<file path="src/logic/bridge_defs.vh">
/*
  Register map, field positions, reset values and timing counts of the
  bridge mode and fault logic.
  Assumes a 40 MHz core clock; included by bare name.
*/
`ifndef BRIDGE_DEFS_VH
`define BRIDGE_DEFS_VH

// ----------------------------------------------------------------
// Clock and times
// ----------------------------------------------------------------
`define CLK_MHZ            40
`define DEAD_TIME_NS       500
`define DEAD_TIME_CYC      ((`DEAD_TIME_NS * `CLK_MHZ + 999) / 1000)
`define OC_TIME_NS         1600
`define OC_TIME_CYC        ((`OC_TIME_NS * `CLK_MHZ + 999) / 1000)

// ----------------------------------------------------------------
// Register byte offsets
// ----------------------------------------------------------------
`define REG_DEAD_OFS       5'h00
`define REG_OCTIME_OFS     5'h04
`define REG_STATUS_OFS     5'h08
`define REG_MASK_OFS       5'h0c
`define REG_STATE_OFS      5'h10

// ----------------------------------------------------------------
// Field positions (status, mask and state share bits 3:0)
// ----------------------------------------------------------------
`define FLD_UV             0
`define FLD_OV             1
`define FLD_TH             2
`define FLD_OC             3
`define FLD_LEG_A          4
`define FLD_LEG_B          6
`define FLD_ALERT          8

// ----------------------------------------------------------------
// Reset values
// ----------------------------------------------------------------
`define RST_MASK           4'h0
`define RST_STATUS         4'h0

// ----------------------------------------------------------------
// Leg requests
// ----------------------------------------------------------------
`define LEG_OFF            2'h0
`define LEG_LOW            2'h1
`define LEG_HIGH           2'h2

`endif

</file>
<file path="src/logic/leg_driver.v">
/*
  One half-bridge leg: gate enables for the upper and lower transistor,
  with a dead gap whenever conduction passes from one to the other.
  Assumes the request changes synchronously to core_clk_i.
*/
`timescale 1ns/1ps
`default_nettype none
`include "bridge_defs.vh"

module leg_driver #(
  parameter DW = 16
) (
  // Clock and reset
  input  wire          core_clk_i,
  input  wire          arst_n_i,
  // Request
  input  wire [1:0]    leg_req_i,
  input  wire [DW-1:0] dead_cyc_i,
  // Gates
  output reg           hi_on_o,
  output reg           lo_on_o
);

  reg [DW-1:0] gap_r;

  // ----------------------------------------------------------------
  // Break before make
  // ----------------------------------------------------------------
  always @(posedge core_clk_i or negedge arst_n_i) begin
    if (!arst_n_i) begin
      hi_on_o <= 1'b0;
      lo_on_o <= 1'b0;
      gap_r   <= {DW{1'b0}};
    end else begin
      case (leg_req_i)
        `LEG_HIGH: begin
          if (lo_on_o) begin
            lo_on_o <= 1'b0;
            gap_r   <= dead_cyc_i;
          end else if (gap_r != {DW{1'b0}}) begin
            gap_r <= gap_r - 1'b1;
          end else begin
            hi_on_o <= 1'b1;
          end
        end
        `LEG_LOW: begin
          if (hi_on_o) begin
            hi_on_o <= 1'b0;
            gap_r   <= dead_cyc_i;
          end else if (gap_r != {DW{1'b0}}) begin
            gap_r <= gap_r - 1'b1;
          end else begin
            lo_on_o <= 1'b1;
          end
        end
        default: begin
          // Off is immediate; the gap still runs so a later turn-on waits
          hi_on_o <= 1'b0;
          lo_on_o <= 1'b0;
          if (hi_on_o || lo_on_o) begin
            gap_r <= dead_cyc_i;
          end else if (gap_r != {DW{1'b0}}) begin
            gap_r <= gap_r - 1'b1;
          end
        end
      endcase
    end
  end

endmodule
`default_nettype wire

</file>
<file path="src/logic/bridge_ctrl.v">
/*
  Full-bridge mode decode, protection latches, open-drain alert and an
  Avalon-MM register slave with a level interrupt.
  Assumes all pins are synchronous to core_clk_i and that the supply and
  temperature comparators deliver digital flags.
*/
// Implementation choices: the Avalon-MM interface to the registers and the placing of the registers.
`timescale 1ns/1ps
`default_nettype none
`include "bridge_defs.vh"

module bridge_ctrl #(
  parameter DW = 16
) (
  // Clock and reset
  input  wire          core_clk_i,
  input  wire          arst_n_i,
  // Host control pins
  input  wire          direction_input_a_i,
  input  wire          direction_input_b_i,
  input  wire          speed_i,
  // Protection comparators
  input  wire          supply_below_low_i,
  input  wire          supply_above_rec_i,
  input  wire          supply_above_high_i,
  input  wire          supply_below_rec_i,
  input  wire          over_temp_i,
  input  wire [3:0]    over_current_i,
  // Bridge gates
  output wire          bridge_output_a_hi_o,
  output wire          bridge_output_a_lo_o,
  output wire          bridge_output_b_hi_o,
  output wire          bridge_output_b_lo_o,
  // Open-drain alert
  output wire          alert_o,
  output reg           alert_oe_o,
  // Avalon-MM slave
  input  wire [4:0]    avs_address,
  input  wire          avs_read,
  input  wire          avs_write,
  input  wire [31:0]   avs_writedata,
  output reg  [31:0]   avs_readdata,
  output wire          avs_waitrequest,
  // Interrupt
  output wire          irq_o
);

  // ----------------------------------------------------------------
  // Reset values at register width
  // ----------------------------------------------------------------
  // The timing counts are plain integers; sizing them here keeps the
  // reset branch free of silent truncation when DW is narrowed.
  localparam [DW-1:0] dead_rst    = `DEAD_TIME_CYC;
  localparam [DW-1:0] oc_time_rst = `OC_TIME_CYC;

  // ----------------------------------------------------------------
  // Declarations
  // ----------------------------------------------------------------
  reg  [DW-1:0] dead_cyc_r;
  reg  [DW-1:0] oc_time_r;
  reg  [3:0]    status_r;
  reg  [3:0]    status_nxt;
  reg  [3:0]    mask_r;
  reg           uv_r;
  reg           ov_r;
  reg           th_r;
  reg           oc_r;
  reg  [3:0]    flags_d_r;
  reg           ack_r;
  reg  [1:0]    leg_a_nxt;
  reg  [1:0]    leg_b_nxt;
  reg  [1:0]    leg_a_r;
  reg  [1:0]    leg_b_r;
  reg  [31:0]   rdata_nxt;
  wire          stop_req;
  wire          fault;
  wire [3:0]    flags;
  wire [3:0]    oc_trip;
  wire          bus_req;
  wire          bus_take;
  wire          status_rd;

  assign stop_req = ~direction_input_a_i & ~direction_input_b_i;
  assign flags    = {oc_r, th_r, ov_r, uv_r};
  assign fault    = |flags;

  // ----------------------------------------------------------------
  // Supply lockouts with hysteresis
  // ----------------------------------------------------------------
  // Hysteresis is held here: set on the outer threshold, cleared on the
  // recovery one, so comparator chatter between them does not toggle.
  always @(posedge core_clk_i or negedge arst_n_i) begin
    if (!arst_n_i) begin
      uv_r <= 1'b0;
      ov_r <= 1'b0;
    end else begin
      if (supply_below_low_i) begin
        uv_r <= 1'b1;
      end else if (supply_above_rec_i) begin
        uv_r <= 1'b0;
      end
      if (supply_above_high_i) begin
        ov_r <= 1'b1;
      end else if (supply_below_rec_i) begin
        ov_r <= 1'b0;
      end
    end
  end

  // ----------------------------------------------------------------
  // Overcurrent persistence, one timer per transistor
  // ----------------------------------------------------------------
  // The counter saturates, so a long overcurrent never wraps below the limit.
  genvar gi;
  generate
    for (gi = 0; gi < 4; gi = gi + 1) begin : g_oc
      reg [DW-1:0] oc_cnt_r;
      always @(posedge core_clk_i or negedge arst_n_i) begin
        if (!arst_n_i) begin
          oc_cnt_r <= {DW{1'b0}};
        end else if (!over_current_i[gi]) begin
          oc_cnt_r <= {DW{1'b0}};
        end else if (oc_cnt_r != {DW{1'b1}}) begin
          oc_cnt_r <= oc_cnt_r + 1'b1;
        end
      end
      assign oc_trip[gi] = over_current_i[gi] && (oc_cnt_r >= oc_time_r);
    end
  endgenerate

  // ----------------------------------------------------------------
  // Latched shutdowns
  // ----------------------------------------------------------------
  // A fault present in the clearing cycle stays latched: set wins.
  always @(posedge core_clk_i or negedge arst_n_i) begin
    if (!arst_n_i) begin
      th_r <= 1'b0;
      oc_r <= 1'b0;
    end else begin
      if (over_temp_i) begin
        th_r <= 1'b1;
      end else if (stop_req) begin
        th_r <= 1'b0;
      end
      if (|oc_trip) begin
        oc_r <= 1'b1;
      end else if (stop_req) begin
        oc_r <= 1'b0;
      end
    end
  end

  // ----------------------------------------------------------------
  // Mode decode
  // ----------------------------------------------------------------
  // Priority is fault, then stop, then brake, then drive; a fault never
  // lets a leg conduct, whatever the pins ask for.
  always @* begin
    leg_a_nxt = `LEG_OFF;
    leg_b_nxt = `LEG_OFF;
    if (fault) begin
      leg_a_nxt = `LEG_OFF;
      leg_b_nxt = `LEG_OFF;
    end else if (stop_req) begin
      leg_a_nxt = `LEG_OFF;
      leg_b_nxt = `LEG_OFF;
    end else if ((direction_input_a_i && direction_input_b_i) || !speed_i) begin
      leg_a_nxt = `LEG_LOW;
      leg_b_nxt = `LEG_LOW;
    end else if (direction_input_a_i) begin
      leg_a_nxt = `LEG_HIGH;
      leg_b_nxt = `LEG_LOW;
    end else begin
      leg_a_nxt = `LEG_LOW;
      leg_b_nxt = `LEG_HIGH;
    end
  end

  always @(posedge core_clk_i or negedge arst_n_i) begin
    if (!arst_n_i) begin
      leg_a_r <= `LEG_OFF;
      leg_b_r <= `LEG_OFF;
    end else begin
      leg_a_r <= leg_a_nxt;
      leg_b_r <= leg_b_nxt;
    end
  end

  // ----------------------------------------------------------------
  // Bridge legs
  // ----------------------------------------------------------------
  // Both legs share one dead count; a new value applies from the next gap.
  leg_driver #(
    .DW         (DW)
  ) u_leg_a (
    .core_clk_i (core_clk_i),
    .arst_n_i   (arst_n_i),
    .leg_req_i  (leg_a_r),
    .dead_cyc_i (dead_cyc_r),
    .hi_on_o    (bridge_output_a_hi_o),
    .lo_on_o    (bridge_output_a_lo_o)
  );

  leg_driver #(
    .DW         (DW)
  ) u_leg_b (
    .core_clk_i (core_clk_i),
    .arst_n_i   (arst_n_i),
    .leg_req_i  (leg_b_r),
    .dead_cyc_i (dead_cyc_r),
    .hi_on_o    (bridge_output_b_hi_o),
    .lo_on_o    (bridge_output_b_lo_o)
  );

  // ----------------------------------------------------------------
  // Alert pin
  // ----------------------------------------------------------------
  // Pin data is held low; only the enable moves, so it never drives high.
  assign alert_o = 1'b0;

  // Reset leaves the pin pulled low: no protection function is active yet.
  always @(posedge core_clk_i or negedge arst_n_i) begin
    if (!arst_n_i) begin
      alert_oe_o <= 1'b1;
    end else if (fault) begin
      alert_oe_o <= 1'b0;
    end else begin
      alert_oe_o <= 1'b1;
    end
  end

  // ----------------------------------------------------------------
  // Avalon-MM slave
  // ----------------------------------------------------------------
  // Fixed one wait state; the answer is taken on the second edge.
  // A request dropped before its taking edge leaves no side effect.
  assign bus_req         = avs_read | avs_write;
  assign avs_waitrequest = bus_req & ~ack_r;
  assign bus_take        = bus_req & ack_r;

  always @* begin
    rdata_nxt = 32'h0000_0000;
    case (avs_address)
      `REG_DEAD_OFS:   rdata_nxt[DW-1:0] = dead_cyc_r;
      `REG_OCTIME_OFS: rdata_nxt[DW-1:0] = oc_time_r;
      `REG_STATUS_OFS: rdata_nxt[3:0]    = status_r;
      `REG_MASK_OFS:   rdata_nxt[3:0]    = mask_r;
      `REG_STATE_OFS: begin
        rdata_nxt[3:0]                   = flags;
        rdata_nxt[`FLD_LEG_A+1:`FLD_LEG_A] = leg_a_r;
        rdata_nxt[`FLD_LEG_B+1:`FLD_LEG_B] = leg_b_r;
        rdata_nxt[`FLD_ALERT]            = ~alert_oe_o;
      end
      default:         rdata_nxt = 32'h0000_0000;
    endcase
  end

  always @(posedge core_clk_i or negedge arst_n_i) begin
    if (!arst_n_i) begin
      ack_r        <= 1'b0;
      avs_readdata <= 32'h0000_0000;
    end else begin
      ack_r <= avs_waitrequest;
      // Captured in the wait cycle, so it stands at the taking edge
      if (avs_read && !ack_r) begin
        avs_readdata <= rdata_nxt;
      end
    end
  end

  // ----------------------------------------------------------------
  // Configuration registers
  // ----------------------------------------------------------------
  // Writes land only on the taking edge; status and state ignore them.
  always @(posedge core_clk_i or negedge arst_n_i) begin
    if (!arst_n_i) begin
      dead_cyc_r <= dead_rst;
      oc_time_r  <= oc_time_rst;
      mask_r     <= `RST_MASK;
    end else begin
      if (avs_write && ack_r) begin
        case (avs_address)
          `REG_DEAD_OFS:   dead_cyc_r <= (avs_writedata[DW-1:0] == {DW{1'b0}}) ?
                                         {{(DW-1){1'b0}}, 1'b1} : avs_writedata[DW-1:0];
          `REG_OCTIME_OFS: oc_time_r  <= avs_writedata[DW-1:0];
          `REG_MASK_OFS:   mask_r     <= avs_writedata[3:0];
          default:         mask_r     <= mask_r;
        endcase
      end
    end
  end

  // ----------------------------------------------------------------
  // Event status and interrupt
  // ----------------------------------------------------------------
  // Events are rising edges of the fault flags. The read data are caught
  // one edge before the taking edge, so a read clears only the bits it
  // returned; an event landing in between waits for the next read, and
  // an event in the taking cycle survives the clear.
  assign status_rd = bus_take & avs_read & (avs_address == `REG_STATUS_OFS);

  always @* begin
    status_nxt = status_r;
    if (status_rd) begin
      status_nxt = status_r & ~avs_readdata[3:0];
    end
    status_nxt = status_nxt | (flags & ~flags_d_r);
  end

  always @(posedge core_clk_i or negedge arst_n_i) begin
    if (!arst_n_i) begin
      status_r  <= `RST_STATUS;
      flags_d_r <= 4'h0;
    end else begin
      status_r  <= status_nxt;
      flags_d_r <= flags;
    end
  end

  assign irq_o = |(status_r & mask_r);

endmodule
`default_nettype wire

</file>
<file path="config.mk">
export PLATFORM = sky130hd
export DESIGN_NAME = bridge_ctrl
export DESIGN_NICKNAME = d
export VERILOG_FILES = /design/src/logic/leg_driver.v /design/src/logic/bridge_ctrl.v
export VERILOG_INCLUDE_DIRS = /design/src /design/src/logic
export SDC_FILE = /design/constraint.sdc
export NUM_CORES = 1
export LEC_CHECK = 0
export BUFFER_PORTS_ARGS = -buffer_cell sky130_fd_sc_hd__buf_4
export CAP_MARGIN = 20
export CORE_ASPECT_RATIO = 1.25
export CORE_MARGIN = 10
export CORE_UTILIZATION = 50
export CTS_BUF_LIST = sky130_fd_sc_hd__clkbuf_4 sky130_fd_sc_hd__clkbuf_8
export CTS_CLUSTER_SIZE = 24
export DETAILED_ROUTE_END_ITERATION = 8
export PLACE_DENSITY = 0.77
export SETUP_SLACK_MARGIN = 0.15
export SLEW_MARGIN = 5
export SYNTH_ARGS = -nofsm -noshare
export SYNTH_HDL_FRONTEND = slang
export SYNTH_SLANG_ARGS = --single-unit
</file>
<file path="constraint.sdc">
create_clock -name core_clk_i -period 4.8 [get_ports core_clk_i]
set_input_delay 0.72 -clock core_clk_i [delete_from_list [all_inputs] [get_ports core_clk_i]]
set_output_delay 0.72 -clock core_clk_i [all_outputs]
set_load 0.01 [all_outputs]
</file>
# Yosys cells after proc, flatten, opt, wreduce, memory -nomap -nowiden
# Index checks and enable logic that the tools add are counted.
# totals
reg_bits	170
wordCells	153
in_bits	53
output_inout_bits	40
# op_classes
n_eq_ne	24
bitwise_logic	16
order_cmp	4
reduce_logical	30
mux	49
addsub	6
# ops
operator	n
16-bit two-way mux	17
16-bit by 1-bit adder with 16-bit output, second input constant	4
16-bit greater-or-equal comparator	4
16-bit != test, second input constant	4
16-bit case mux with 2 select lines	2
16-bit nonzero test	2
16-bit by 1-bit subtractor with 16-bit output, second input constant	2
4-bit case mux with 5 select lines	1
1-bit two-way mux	18
16-bit zero test	1
2-bit two-way mux	8
2-bit != test, second input constant	8
5-bit case mux with 3 select lines	1
7-bit case mux with 2 select lines	1
2-bit AND reduction	7
4-bit bitwise AND	3
4-bit OR reduction	3
5-bit by 4-bit equality test with 1-bit output, second input constant	2
2-bit by 1-bit != test with 1-bit output, second input constant	4
4-bit NOT	2
2-bit nonzero test	4
1-bit logical AND	7
1-bit bitwise AND	5
5-bit by 3-bit equality test with 1-bit output, second input constant	1
other kinds (10)	18

# Logic depth before layout (Yosys ltp)
# Gate-level depths: netlist of the first run.
# logic_depth
ltp_word	6
ltp_mapped	9
ltp_nobuf	8

# Cells and area by module
# From an unflattened synthesis of the first run, not the netlist that was laid out.
# unflattened
cells_unflattened	1089
hier_area_um2	10322.4
# by_module_without_submodules
mod	instances	cells_per_inst	seq_area_each_um2	area_each_um2
bridge_ctrl	1	785	3358.2	7759.9
leg_driver (u_leg_b)	1	181	450.4	1448.9
leg_driver (u_leg_a)	1	123	450.4	1113.6

# Least setup slack after synthesis of the first run
# Ideal clock, no wire load.
# synth_timing
kind	input-to-reg
startpoint	input avs_address[1]
endpoint	register dead_cyc_r[15]
cell_stages	7
arrival_ns	2.339
setup_ns	0.125
n_path_buf	3
required_time_ns	4.675
setup_slack_ns	2.336
path_cell_list	or4_1 buf_2 nor2_4 and3_1 buf_4 buf_4 mux2_2
# synth_via
elab_chain_len	2
# synth_lines
item	line_no	text
start: declaration	bridge_ctrl.v:38	input wire [4:0] avs_address,
5-bit zero test	bridge_ctrl.v:282	case (avs_address)
2-bit AND reduction (no source line)	--	
end signal: assignment	bridge_ctrl.v:277	dead_cyc_r <= dead_rst;
end signal: assignment	bridge_ctrl.v:283	`REG_DEAD_OFS: dead_cyc_r <= (avs_writedata[DW-1:0] == {DW{1'b0}}) ?
end: declaration	bridge_ctrl.v:59	reg [DW-1:0] dead_cyc_r;
# Every way passes these cells.
# A chain may end at the register's enable or synchronous reset.

# Worst setup path in the final report of the first run
# layout_timing
startpoint	input avs_address[1]
endpoint	register dead_cyc_r[12]
# The elaborated chain is that of the path after synthesis.

==> flow_metrics.tcl, run 1 <==
set metrics [dict create \
    status "complete, no violations" \
    groute.usage.overall 0.1912 \
    dpl_cell_area_sq_um 10510 \
    antennaDiodeCount 0 \
    synth.distinct_cells 69 \
    post_cts_buffers 0 \
    core_area_sq_um 19470 \
    postCtsResizedCells 0 \
    netlist_top_cells_area "dfrtp_1, ha_1, nand2_1" \
    yosysSeqAreaShare 0.4303 \
    max_freq_ghz 0.3860 \
    syn_area_sq_um 9898 \
    post-route-min-period_ns 2.590 \
    tightest_slew_ns 1.055 \
    worst-setup-path-type "input port to flop" \
    drv_slew 0 \
    vias 7977 \
    r2r-end "u_leg_a.gap_r[3]" \
    drt_iter0_markers 476 \
    crit_fanout 17 \
    drv_cap 0 \
    synth_cells 1054 \
    rows 57 \
    rsz0062_at_grt "false" \
    cts_made_buffers 17 \
    io_buffers 59 \
    ys_ff_latch 170 \
    grt_max_degree 107 \
    yosysTopAreaCell "dfrtp_1" \
    ir_worst_vdd_uv 217.2 \
    finalHoldViolCount 0 \
    worstRegToRegCells 8 \
    cp.required_ns 5.17 \
    fp.dieW_um 145.8 \
    dieArea_sq_um 25860 \
    crit_path_end_kind "flop" \
    final_util 0.5646 \
    multi_input_area_sq_um 5281 \
    grt_first_pass_wirelength_mm 40.34 \
    yosysMostFrequentCell "dfrtp_1" \
    ant_nets 0 \
    startpoint_type "input port" \
    drc 0 \
    fillers 1705 \
    wl_mm 24.61 \
    drive_above_1_share 0.1136 \
    finalInstanceArea_sq_um 10990 \
    start_util 0.5084 \
    final-setup-viol-count 0 \
    ys.flop_type "dfrtp_1" \
    powerDensity_nw_per_um2 357.4 \
    io_pins 93 \
    arrival_ns 2.96 \
    seq_area_sq_um 4259 \
    clkSlewWorstSetupHoldPaths_ns 0.10 \
    avgViaCountPerCell 5.768 \
    synth.avg_cell_area_sq_um 9.391 \
    cts_root_buf "clkbuf_8" \
    synth_warnings 0 \
    tns_ns 0 \
    period_share 0.5397 \
    cts_tree "built" \
    synth-edff-count 0 \
    grt_overflow 0 \
    firstDrtPassIters 5 \
    syn2layout_area_growth_pct 11.05 \
    wl_per_cell_um 17.79 \
    holdCritPathClass "input port to async pin" \
    r2r-start "u_leg_a.gap_r[0]" \
    clk_path_buf_depth 2 \
    r2r_setup_slack_ns 2.45 \
    grt_pass1_vias 7911 \
    place_hpwl_mm 18.16 \
    die_h_um 177.3 \
    maxSlewHeadroom 0.2858 \
    insertion_delay_ns 0.48 \
    yosys.area.top_type_share 0.4197 \
    cts_hold_buf 0 \
    fin_skew_ns 0.01587 \
    fin_nets 1234 \
    leakage_nw 5.146 \
    startpoint "avs_address[1]" \
    cts_sinks 170 \
    async_flop_share 1.000 \
    synth_common_cells "dfrtp_1, nand2_1, nor2_1, o21ai_0, ha_1" \
    gp_congestion 0.9381 \
    ctsHtreeMaxLevel 4 \
    antenna_found_initial 0 \
]
-- worst max-delay path, stage by stage --
cell and delay, ns:
buf_4 0.12, or4_1 0.73, nor2_4 0.29, and3_1 0.68, mux2_2 0.41
-- area by class of cell --
type / count / share of cell area
clock buffer: 22 / 0.02641
clock inverter: 10 / 0.01707
inverter: 44 / 0.01503
multi-input combinational: 809 / 0.4805
sequential: 170 / 0.3875
tap: 265 / 0.03017
timing repair buffer: 63 / 0.04337
-- worst max path at each step --
stage	end	slack, ns	depth (start not counted)
global placement	dead_cyc_r[12]	1.77	5
finish	dead_cyc_r[12]	2.21	5
detailed placement	dead_cyc_r[8]	1.74	5
global route	dead_cyc_r[8]	2.14	5
floorplan	dead_cyc_r[15]	2.34	7
CTS	dead_cyc_r[8]	2.25	5
-- where the power goes --
| group | total [mW] | switching, mW | internal [mW] |
|---|---|---|---|
| combinational | 0.855 | 0.489 | 0.366 |
| clock | 1.21 | 0.540 | 0.674 |
| sequential | 1.86 | 0.234 | 1.62 |
-- cell families after synthesis --
group | count (synthesis) | synth area share
AND/OR/NAND/NOR | 384 | 0.1919
AO/OA/AOI/OAI | 233 | 0.1444
flip-flops | 170 | 0.4303
buffers and inverters | 91 | 0.04222
adder cells (fa/ha/maj) | 76 | 0.09607
XOR/XNOR | 63 | 0.05575
multiplexers | 36 | 0.03906
other | 1 | 0.0003789
-- per-stage QoR --
| stage | hold slack, ns | power (mW) | std cells | worst slack, ns |
|---|---|---|---|---|
| after floorplan | 0.3736 | 2.428 | 1070 | 2.336 |
| after global placement | 0.3784 | 2.687 | 1350 | 1.768 |
| after detailed placement | 0.3858 | 2.731 | 1350 | 1.743 |
| after CTS | 0.3816 | 3.938 | 1382 | 2.253 |
| after global routing | 0.3988 | 4.130 | 1383 | 2.135 |
| final | 0.3223 | 3.929 | 1383 | 2.210 |
-- flip-flops by register name, indices dropped and copies added (netlist names), 2 cells and up --
name,count
g_oc.oc_cnt_r,64
avs_readdata,16
dead_cyc_r,16
oc_time_r,16
u_leg_a.gap_r,16
u_leg_b.gap_r,16
flags_d_r,4
mask_r,4
status_r,4
leg_a_r,2
leg_b_r,2
-- layer usage --
metal	global-route usage	wire [um]
met5	0	0
met4	0.07384	655
met3	0.03236	1170
met2	0.3350	12480
met1	0.2305	10300
-- placed cells by master (no fill, tap or decap), drive strengths merged, types with 5 or more instances in the layout --
| master | n |
|---|---|
| o21a | 5 |
| a22oi | 13 |
| a21o | 11 |
| mux2 | 21 |
| nand3 | 23 |
| or4 | 8 |
| or3 | 13 |
| a21oi | 48 |
| o211ai | 5 |
| o21ai | 97 |
| nor3 | 26 |
| nand4 | 21 |
| dfrtp | 166 |
| nor3b | 7 |
| conb | 17 |
| ha | 76 |
| xor2 | 29 |
| a221oi | 5 |
| inv | 44 |
| o2111ai | 6 |
| nor2b | 5 |
| buf | 63 |
| clkbuf | 22 |
| xnor2 | 34 |
| and3 | 18 |
| bufinv | 5 |
| a211oi | 11 |
| nor4 | 17 |
| nand2 | 123 |
| mux2i | 15 |
| nor2 | 92 |
| nand2b | 5 |
| and4 | 7 |
| and2 | 6 |
(Power assumes the default switching activity.)
==> run 2: changes to the inputs <==
Settings changed: ABC_AREA set to 1, PLACE_DENSITY 0.77 to 0.79.
Clock period 4.8 ns to 2.34 ns, I/O delays scaled along.
==> flow_metrics.tcl, run 2 <==
set metrics [dict create \
    status "complete, no violations" \
    wl_mm 33.49 \
    yosys.area.top_type_share 0.3434 \
    worst-setup-path-type "flop to flop" \
    firstDrtPassIters 6 \
    ant_nets 0 \
    switchingPower_mw 3.469 \
    worstRegToRegCells 6 \
    synth.distinct_cells 52 \
    synth_common_cells "nand2_1, inv_1, dfrtp_1, nor2_1, a21oi_1" \
    power.internal_mw 5.525 \
    clk_path_buf_depth 2 \
    drt_iter0_markers 731 \
    fin_nets 1866 \
    cts_sinks 170 \
    worst-path-stages 6 \
    vias 11604 \
    crit_chain "inv_1 > ha_1 > inv_1 > a21oi_1 > o21ai_0 > nand2_1" \
    async_flop_share 1.000 \
    period_share 0.8671 \
    crit_family "adder cells" \
    tns_ns 0 \
    synth_cells 1684 \
    r2r-start "leg_a_r[0]" \
    r2r_setup_slack_ns 0.31 \
    finalHoldViolCount 0 \
    synth-edff-count 0 \
    fp.dieW_um 159.1 \
    arrival_ns 2.45 \
    power_frac_comb 0.325 \
    crit_fanout 17 \
    clkSlewWorstSetupHoldPaths_ns 0.09 \
    gp_congestion 0.9375 \
    crit_path_end_kind "flop" \
    wl_per_cell_um 16.14 \
    top_register "g_oc.oc_cnt_r" \
    powerDensity_nw_per_um2 678.4 \
    cp_slowest_cell "ha_1" \
    max_freq_ghz 0.4929 \
    insertion_delay_ns 0.48 \
    largest_reg_flops 64 \
    syn2layout_area_growth_pct 9.589 \
    rows 63 \
    fin_skew_ns 0.01312 \
    cts_tree "built" \
    drc 0 \
    finalInstanceArea_sq_um 13260 \
    r2r-end "u_leg_a.gap_r[1]" \
    ys_ff_latch 170 \
    core_area_sq_um 23810 \
    leakage_nw 6.923 \
    groute.usage.overall 0.2153 \
    final_common_cell "nand2_1" \
    drv_cap 0 \
    synth.avg_cell_area_sq_um 7.183 \
    post-route-min-period_ns 2.029 \
    cts_made_buffers 17 \
    final-setup-viol-count 0 \
    clock_power_share 0.249 \
    avgViaCountPerCell 5.592 \
    ys.flop_type "dfrtp_1" \
    grt_first_pass_wirelength_mm 55.32 \
    dp.cells 2042 \
    startpoint_type "flop" \
    layout_common_cells "nand2_1, inv_1, dfrtp_1" \
    drive_above_1_share 0.1177 \
    yosysSeqAreaShare 0.3521 \
    die_h_um 193.9 \
    cts_root_buf "clkbuf_8" \
    path_common_cell "inv_1" \
    cp.required_ns 2.76 \
    place_hpwl_mm 25.28 \
    timing.critical_path.buf_inv 2 \
    dieArea_sq_um 30850 \
    netlist_top_cells_area "dfrtp_1, nand2_1, ha_1" \
    grt_max_degree 56 \
    start_util 0.5081 \
    antennaDiodeCount 0 \
    tightest_slew_ns 0.7199 \
    crit_end "u_leg_a.gap_r[1]" \
    rsz0062_at_grt "false" \
    post_cts_buffers 0 \
    fillers 2279 \
    grt_pass1_vias 11276 \
    ctsHtreeMaxLevel 4 \
    io_buffers 59 \
    yosysTopAreaCell "dfrtp_1" \
    yosysMostFrequentCell "nand2_1" \
    syn_area_sq_um 12100 \
    holdCritPathClass "input port to flop" \
    cp_slowest_stage_delay_ns 0.65 \
    grt_overflow 0 \
    synth_warnings 0 \
    stdcell_count 2075 \
    ir_worst_vdd_uv 385.8 \
    dpl_cell_area_sq_um 12830 \
    drv_slew 0 \
    p_seq_frac 0.426 \
    antenna_found_initial 0 \
    io_pins 93 \
    maxSlewHeadroom 0.5195 \
    startpoint "leg_a_r[0]" \
    switching_share 0.3857 \
]
-- run 2: cells by family after synthesis --
logic type      synth area share
compound gates            0.1508
xor+xnor                0.008688
fa+ha+maj                0.07861
buf+inv                  0.08906
flops                     0.3521
other cells            0.0003100
simple gates              0.3204
-- run 2: metrics by stage --
step / total power, mW / hold WS [ns] / utilization / setup WS [ns]
after global routing: 9.571 / 0.03861 / 0.5569 / 0.1559
after global placement: 6.637 / 0.3564 / 0.5388 / 0.4182
final: 8.993 / 0.05050 / 0.5569 / 0.3110
after CTS: 8.981 / 0.03022 / 0.5569 / 0.3406
after detailed placement: 6.757 / 0.3552 / 0.5388 / 0.3754
after floorplan: 5.847 / 0.05541 / - / 0.7829
-- run 2: cell type report --
class	instances	area (sq um)	share of cell area
Clock inverter	10	142.6	0.01076
Multi-Input combinational cell	1274	6825	0.5149
Tap cell	325	406.6	0.03067
Clock buffer	22	277.8	0.02095
Inverter	198	743.2	0.05606
Sequential cell	170	4259	0.3213
Timing Repair Buffer	76	601.8	0.04540
-- run 2: per-layer routing --
| metal | vias up | track usage | wire length, um |
|---|---|---|---|
| met5 | - | 0 | 0 |
| met4 | 0 | 0.1192 | 1606 |
| met3 | 103 | 0.03675 | 2224 |
| met2 | 444 | 0.3669 | 16350 |
| met1 | 5416 | 0.2519 | 13310 |
| li1 | 5641 | - | - |
-- run 2: how the worst min path moves through the flow --
stage                         from                   to  slack [ns]  cells after the start
2_1_floorplan             arst_n_i                ack_r        0.06                      0
3_3_place_gp              arst_n_i  g_oc[0].oc_cnt_r[7]        0.36                      1
3_5_place_dp              arst_n_i  g_oc[0].oc_cnt_r[7]        0.36                      1
4_1_cts         supply_below_rec_i                 ov_r        0.03                      2
5_1_grt         supply_below_rec_i                 ov_r        0.04                      2
6_report       direction_input_a_i           leg_b_r[1]        0.05                      2
-- run 2: power by group through the flow --
stage          Sequential, mW  Combinational, mW  Clock [mW]
5_1_grt                  3.88               3.31        2.38
6_report                 3.84               2.92        2.24
2_1_floorplan            3.73               2.12           0
3_3_place_gp             3.86               2.77           0
4_1_cts                  3.81               2.90        2.26
3_5_place_dp             3.87               2.89           0
-- run 2: repair_timing --
action	in CTS	in global routing
gates resized for setup	0	0
hold endpoints to repair	51	0
hold buffers	1	0
==> run 3: changes to the inputs <==
Settings changed: CELL_PAD_IN_SITES_DETAIL_PLACEMENT set to 1, CELL_PAD_IN_SITES_GLOBAL_PLACEMENT set to 1, CORE_UTILIZATION 50 to 42, PLACE_DENSITY 0.79 to not set, PLACE_DENSITY_LB_ADDON set to 0.1.
==> flow_metrics.tcl, run 3 (same netlist as run 2, synthesis figures left out) <==
set metrics [dict create \
    status "complete, no violations" \
    finalHoldViolCount 0 \
    cts_root_buf "clkbuf_8" \
    ir_worst_vdd_uv 427.6 \
    maxSlewHeadroom 0.4855 \
    seq_area_sq_um 4259 \
    dpl_cell_area_sq_um 12880 \
    drv_cap 0 \
    grtUsageMet3 0.02986 \
    r2r-start "oc_time_r[5]" \
    fin_nets 1868 \
    drt_iter0_markers 583 \
    firstDrtPassIters 7 \
    die_h_um 209.7 \
    tightest_slew_ns 0.7709 \
    finalInstanceArea_sq_um 13310 \
    tns_ns 0 \
    antenna_found_initial 2 \
    wl_per_cell_um 18.53 \
    cp_slowest_cell "dfrtp_1" \
    total_power_mw 9.040 \
    groute.usage.overall 0.2229 \
    multi_input_area_sq_um 6830 \
    globalRouteMet2Util 0.3987 \
    drv_slew 0 \
    fp.dieW_um 171.8 \
    cp_slowest_stage_delay_ns 0.39 \
    clk_path_buf_depth 2 \
    grt.busiest_layer "met2" \
    grt_overflow 0 \
    ctsHtreeMaxLevel 4 \
    io_buffers 59 \
    powerDensity_nw_per_um2 679.4 \
    timing.hold.ws_ns 0.03785 \
    gp_congestion 0.9117 \
    crit_chain "inv_1 > ha_1 > a21oi_1 > nor2_1 > nor2_1 > nand2_1 > nand2_1 > nand3_1 > nand2_1 > inv_1 > nor2_1 > nand2_1" \
    wl_mm 39.07 \
    worst-path-stages 12 \
    startpoint_type "flop" \
    final_common_cell "nand2_1" \
    leakage_nw 6.922 \
    worst-setup-path-type "flop to flop" \
    r2r_setup_slack_ns 0.38 \
    dieArea_sq_um 36030 \
    largest_reg_flops 64 \
    min_from "supply_below_rec_i" \
    post-route-min-period_ns 1.957 \
    cts_sinks 170 \
    syn2layout_area_growth_pct 9.992 \
    post_cts_buffers 0 \
    r2r-end "oc_r" \
    cts_made_buffers 17 \
    core_area_sq_um 28400 \
    cts_tree "built" \
    arrival_ns 2.34 \
    path_common_cell "nand2_1" \
    drc 0 \
    crit_fanout 5 \
    avgViaCountPerCell 5.367 \
    start_util 0.4259 \
    rsz0062_at_grt "false" \
    gr-usage-met1 0.2646 \
    insertion_delay_ns 0.50 \
    vias 11314 \
    startpoint "oc_time_r[5]" \
    layout_common_cells "nand2_1, inv_1, dfrtp_1" \
    io_pins 93 \
    grt_first_pass_wirelength_mm 63.67 \
    final-setup-viol-count 0 \
    timing.critical_path.buf_inv 2 \
    period_share 0.8362 \
    worstRegToRegCells 12 \
    crit_end "oc_r" \
    fillers 3661 \
    top_register "g_oc.oc_cnt_r" \
    rows 69 \
    cp.required_ns 2.72 \
    crit_path_end_kind "flop" \
    holdCritPathClass "input port to flop" \
    ant_nets 0 \
    max_freq_ghz 0.5111 \
    grt_max_degree 50 \
    fin_skew_ns 0.02279 \
    drive_above_1_share 0.1187 \
    clkSlewWorstSetupHoldPaths_ns 0.10 \
    grt_pass1_vias 11794 \
    place_hpwl_mm 30.61 \
    crit_family "simple AND/OR/NAND/NOR gates" \
]
## run 3: how the worst min path moves through the flow
stage,end,slack (ns),depth (start not counted)
2_1_floorplan,ack_r,0.06,0
3_3_place_gp,u_leg_a.gap_r[10],0.34,1
3_5_place_dp,u_leg_a.gap_r[2],0.34,1
4_1_cts,ov_r,0.02,2
5_1_grt,ov_r,0.03,2
6_report,ov_r,0.04,2
## run 3: final cells by class
type | instances | area share
repair buffers | 78 | 0.04636
inverters | 198 | 0.05586
flip-flops and latches | 170 | 0.3201
clock inverters | 12 | 0.01053
clock buffers | 20 | 0.02022
multi-input cells | 1274 | 0.5134
well taps | 355 | 0.03338
diodes | 1 | 0.0001881
## run 3: metrics by stage
stage	util	setup slack [ns]	instances
after floorplan	-	0.7829	1700
after global placement	0.4534	0.3555	2074
after detailed placement	0.4534	0.3210	2074
after CTS	0.4682	0.2989	2107
after global routing	0.4683	0.1858	2107
final	0.4684	0.3834	2108
## run 3: worst reg2reg max path, stage by stage (launching register included)
cell	delay [ns]
dfrtp_1	0.39
inv_1	0.36
ha_1	0.33
a21oi_1	0.13
nor2_1	0.05
nor2_1	0.11
nand2_1	0.07
nand2_1	0.05
nand3_1	0.06
nand2_1	0.06
inv_1	0.09
nor2_1	0.11
nand2_1	0.05
## run 3: repair_timing
action / CTS / global route
hold endpoints to repair: 43 / 0
endpoints found under the setup margin: 0 / 1
hold buffers: 1 / 0
gates resized for setup: 0 / 1
## run 3: power breakdown
part           total (mW)  internal [mW]  switching [mW]
logic                2.95           1.05            1.90
clock network        2.21           1.03            1.19
registers            3.88           3.35           0.529
total                9.04           5.42            3.62
## run 3: layer usage
metal  part of all wire  routed length [um]  vias up
met1               0.42               16310     5488
met4              0.029                1149        0
met2               0.52               20510      142
li1                   -                   -     5627
met3              0.028                1101       57
met5                  0                   0        -
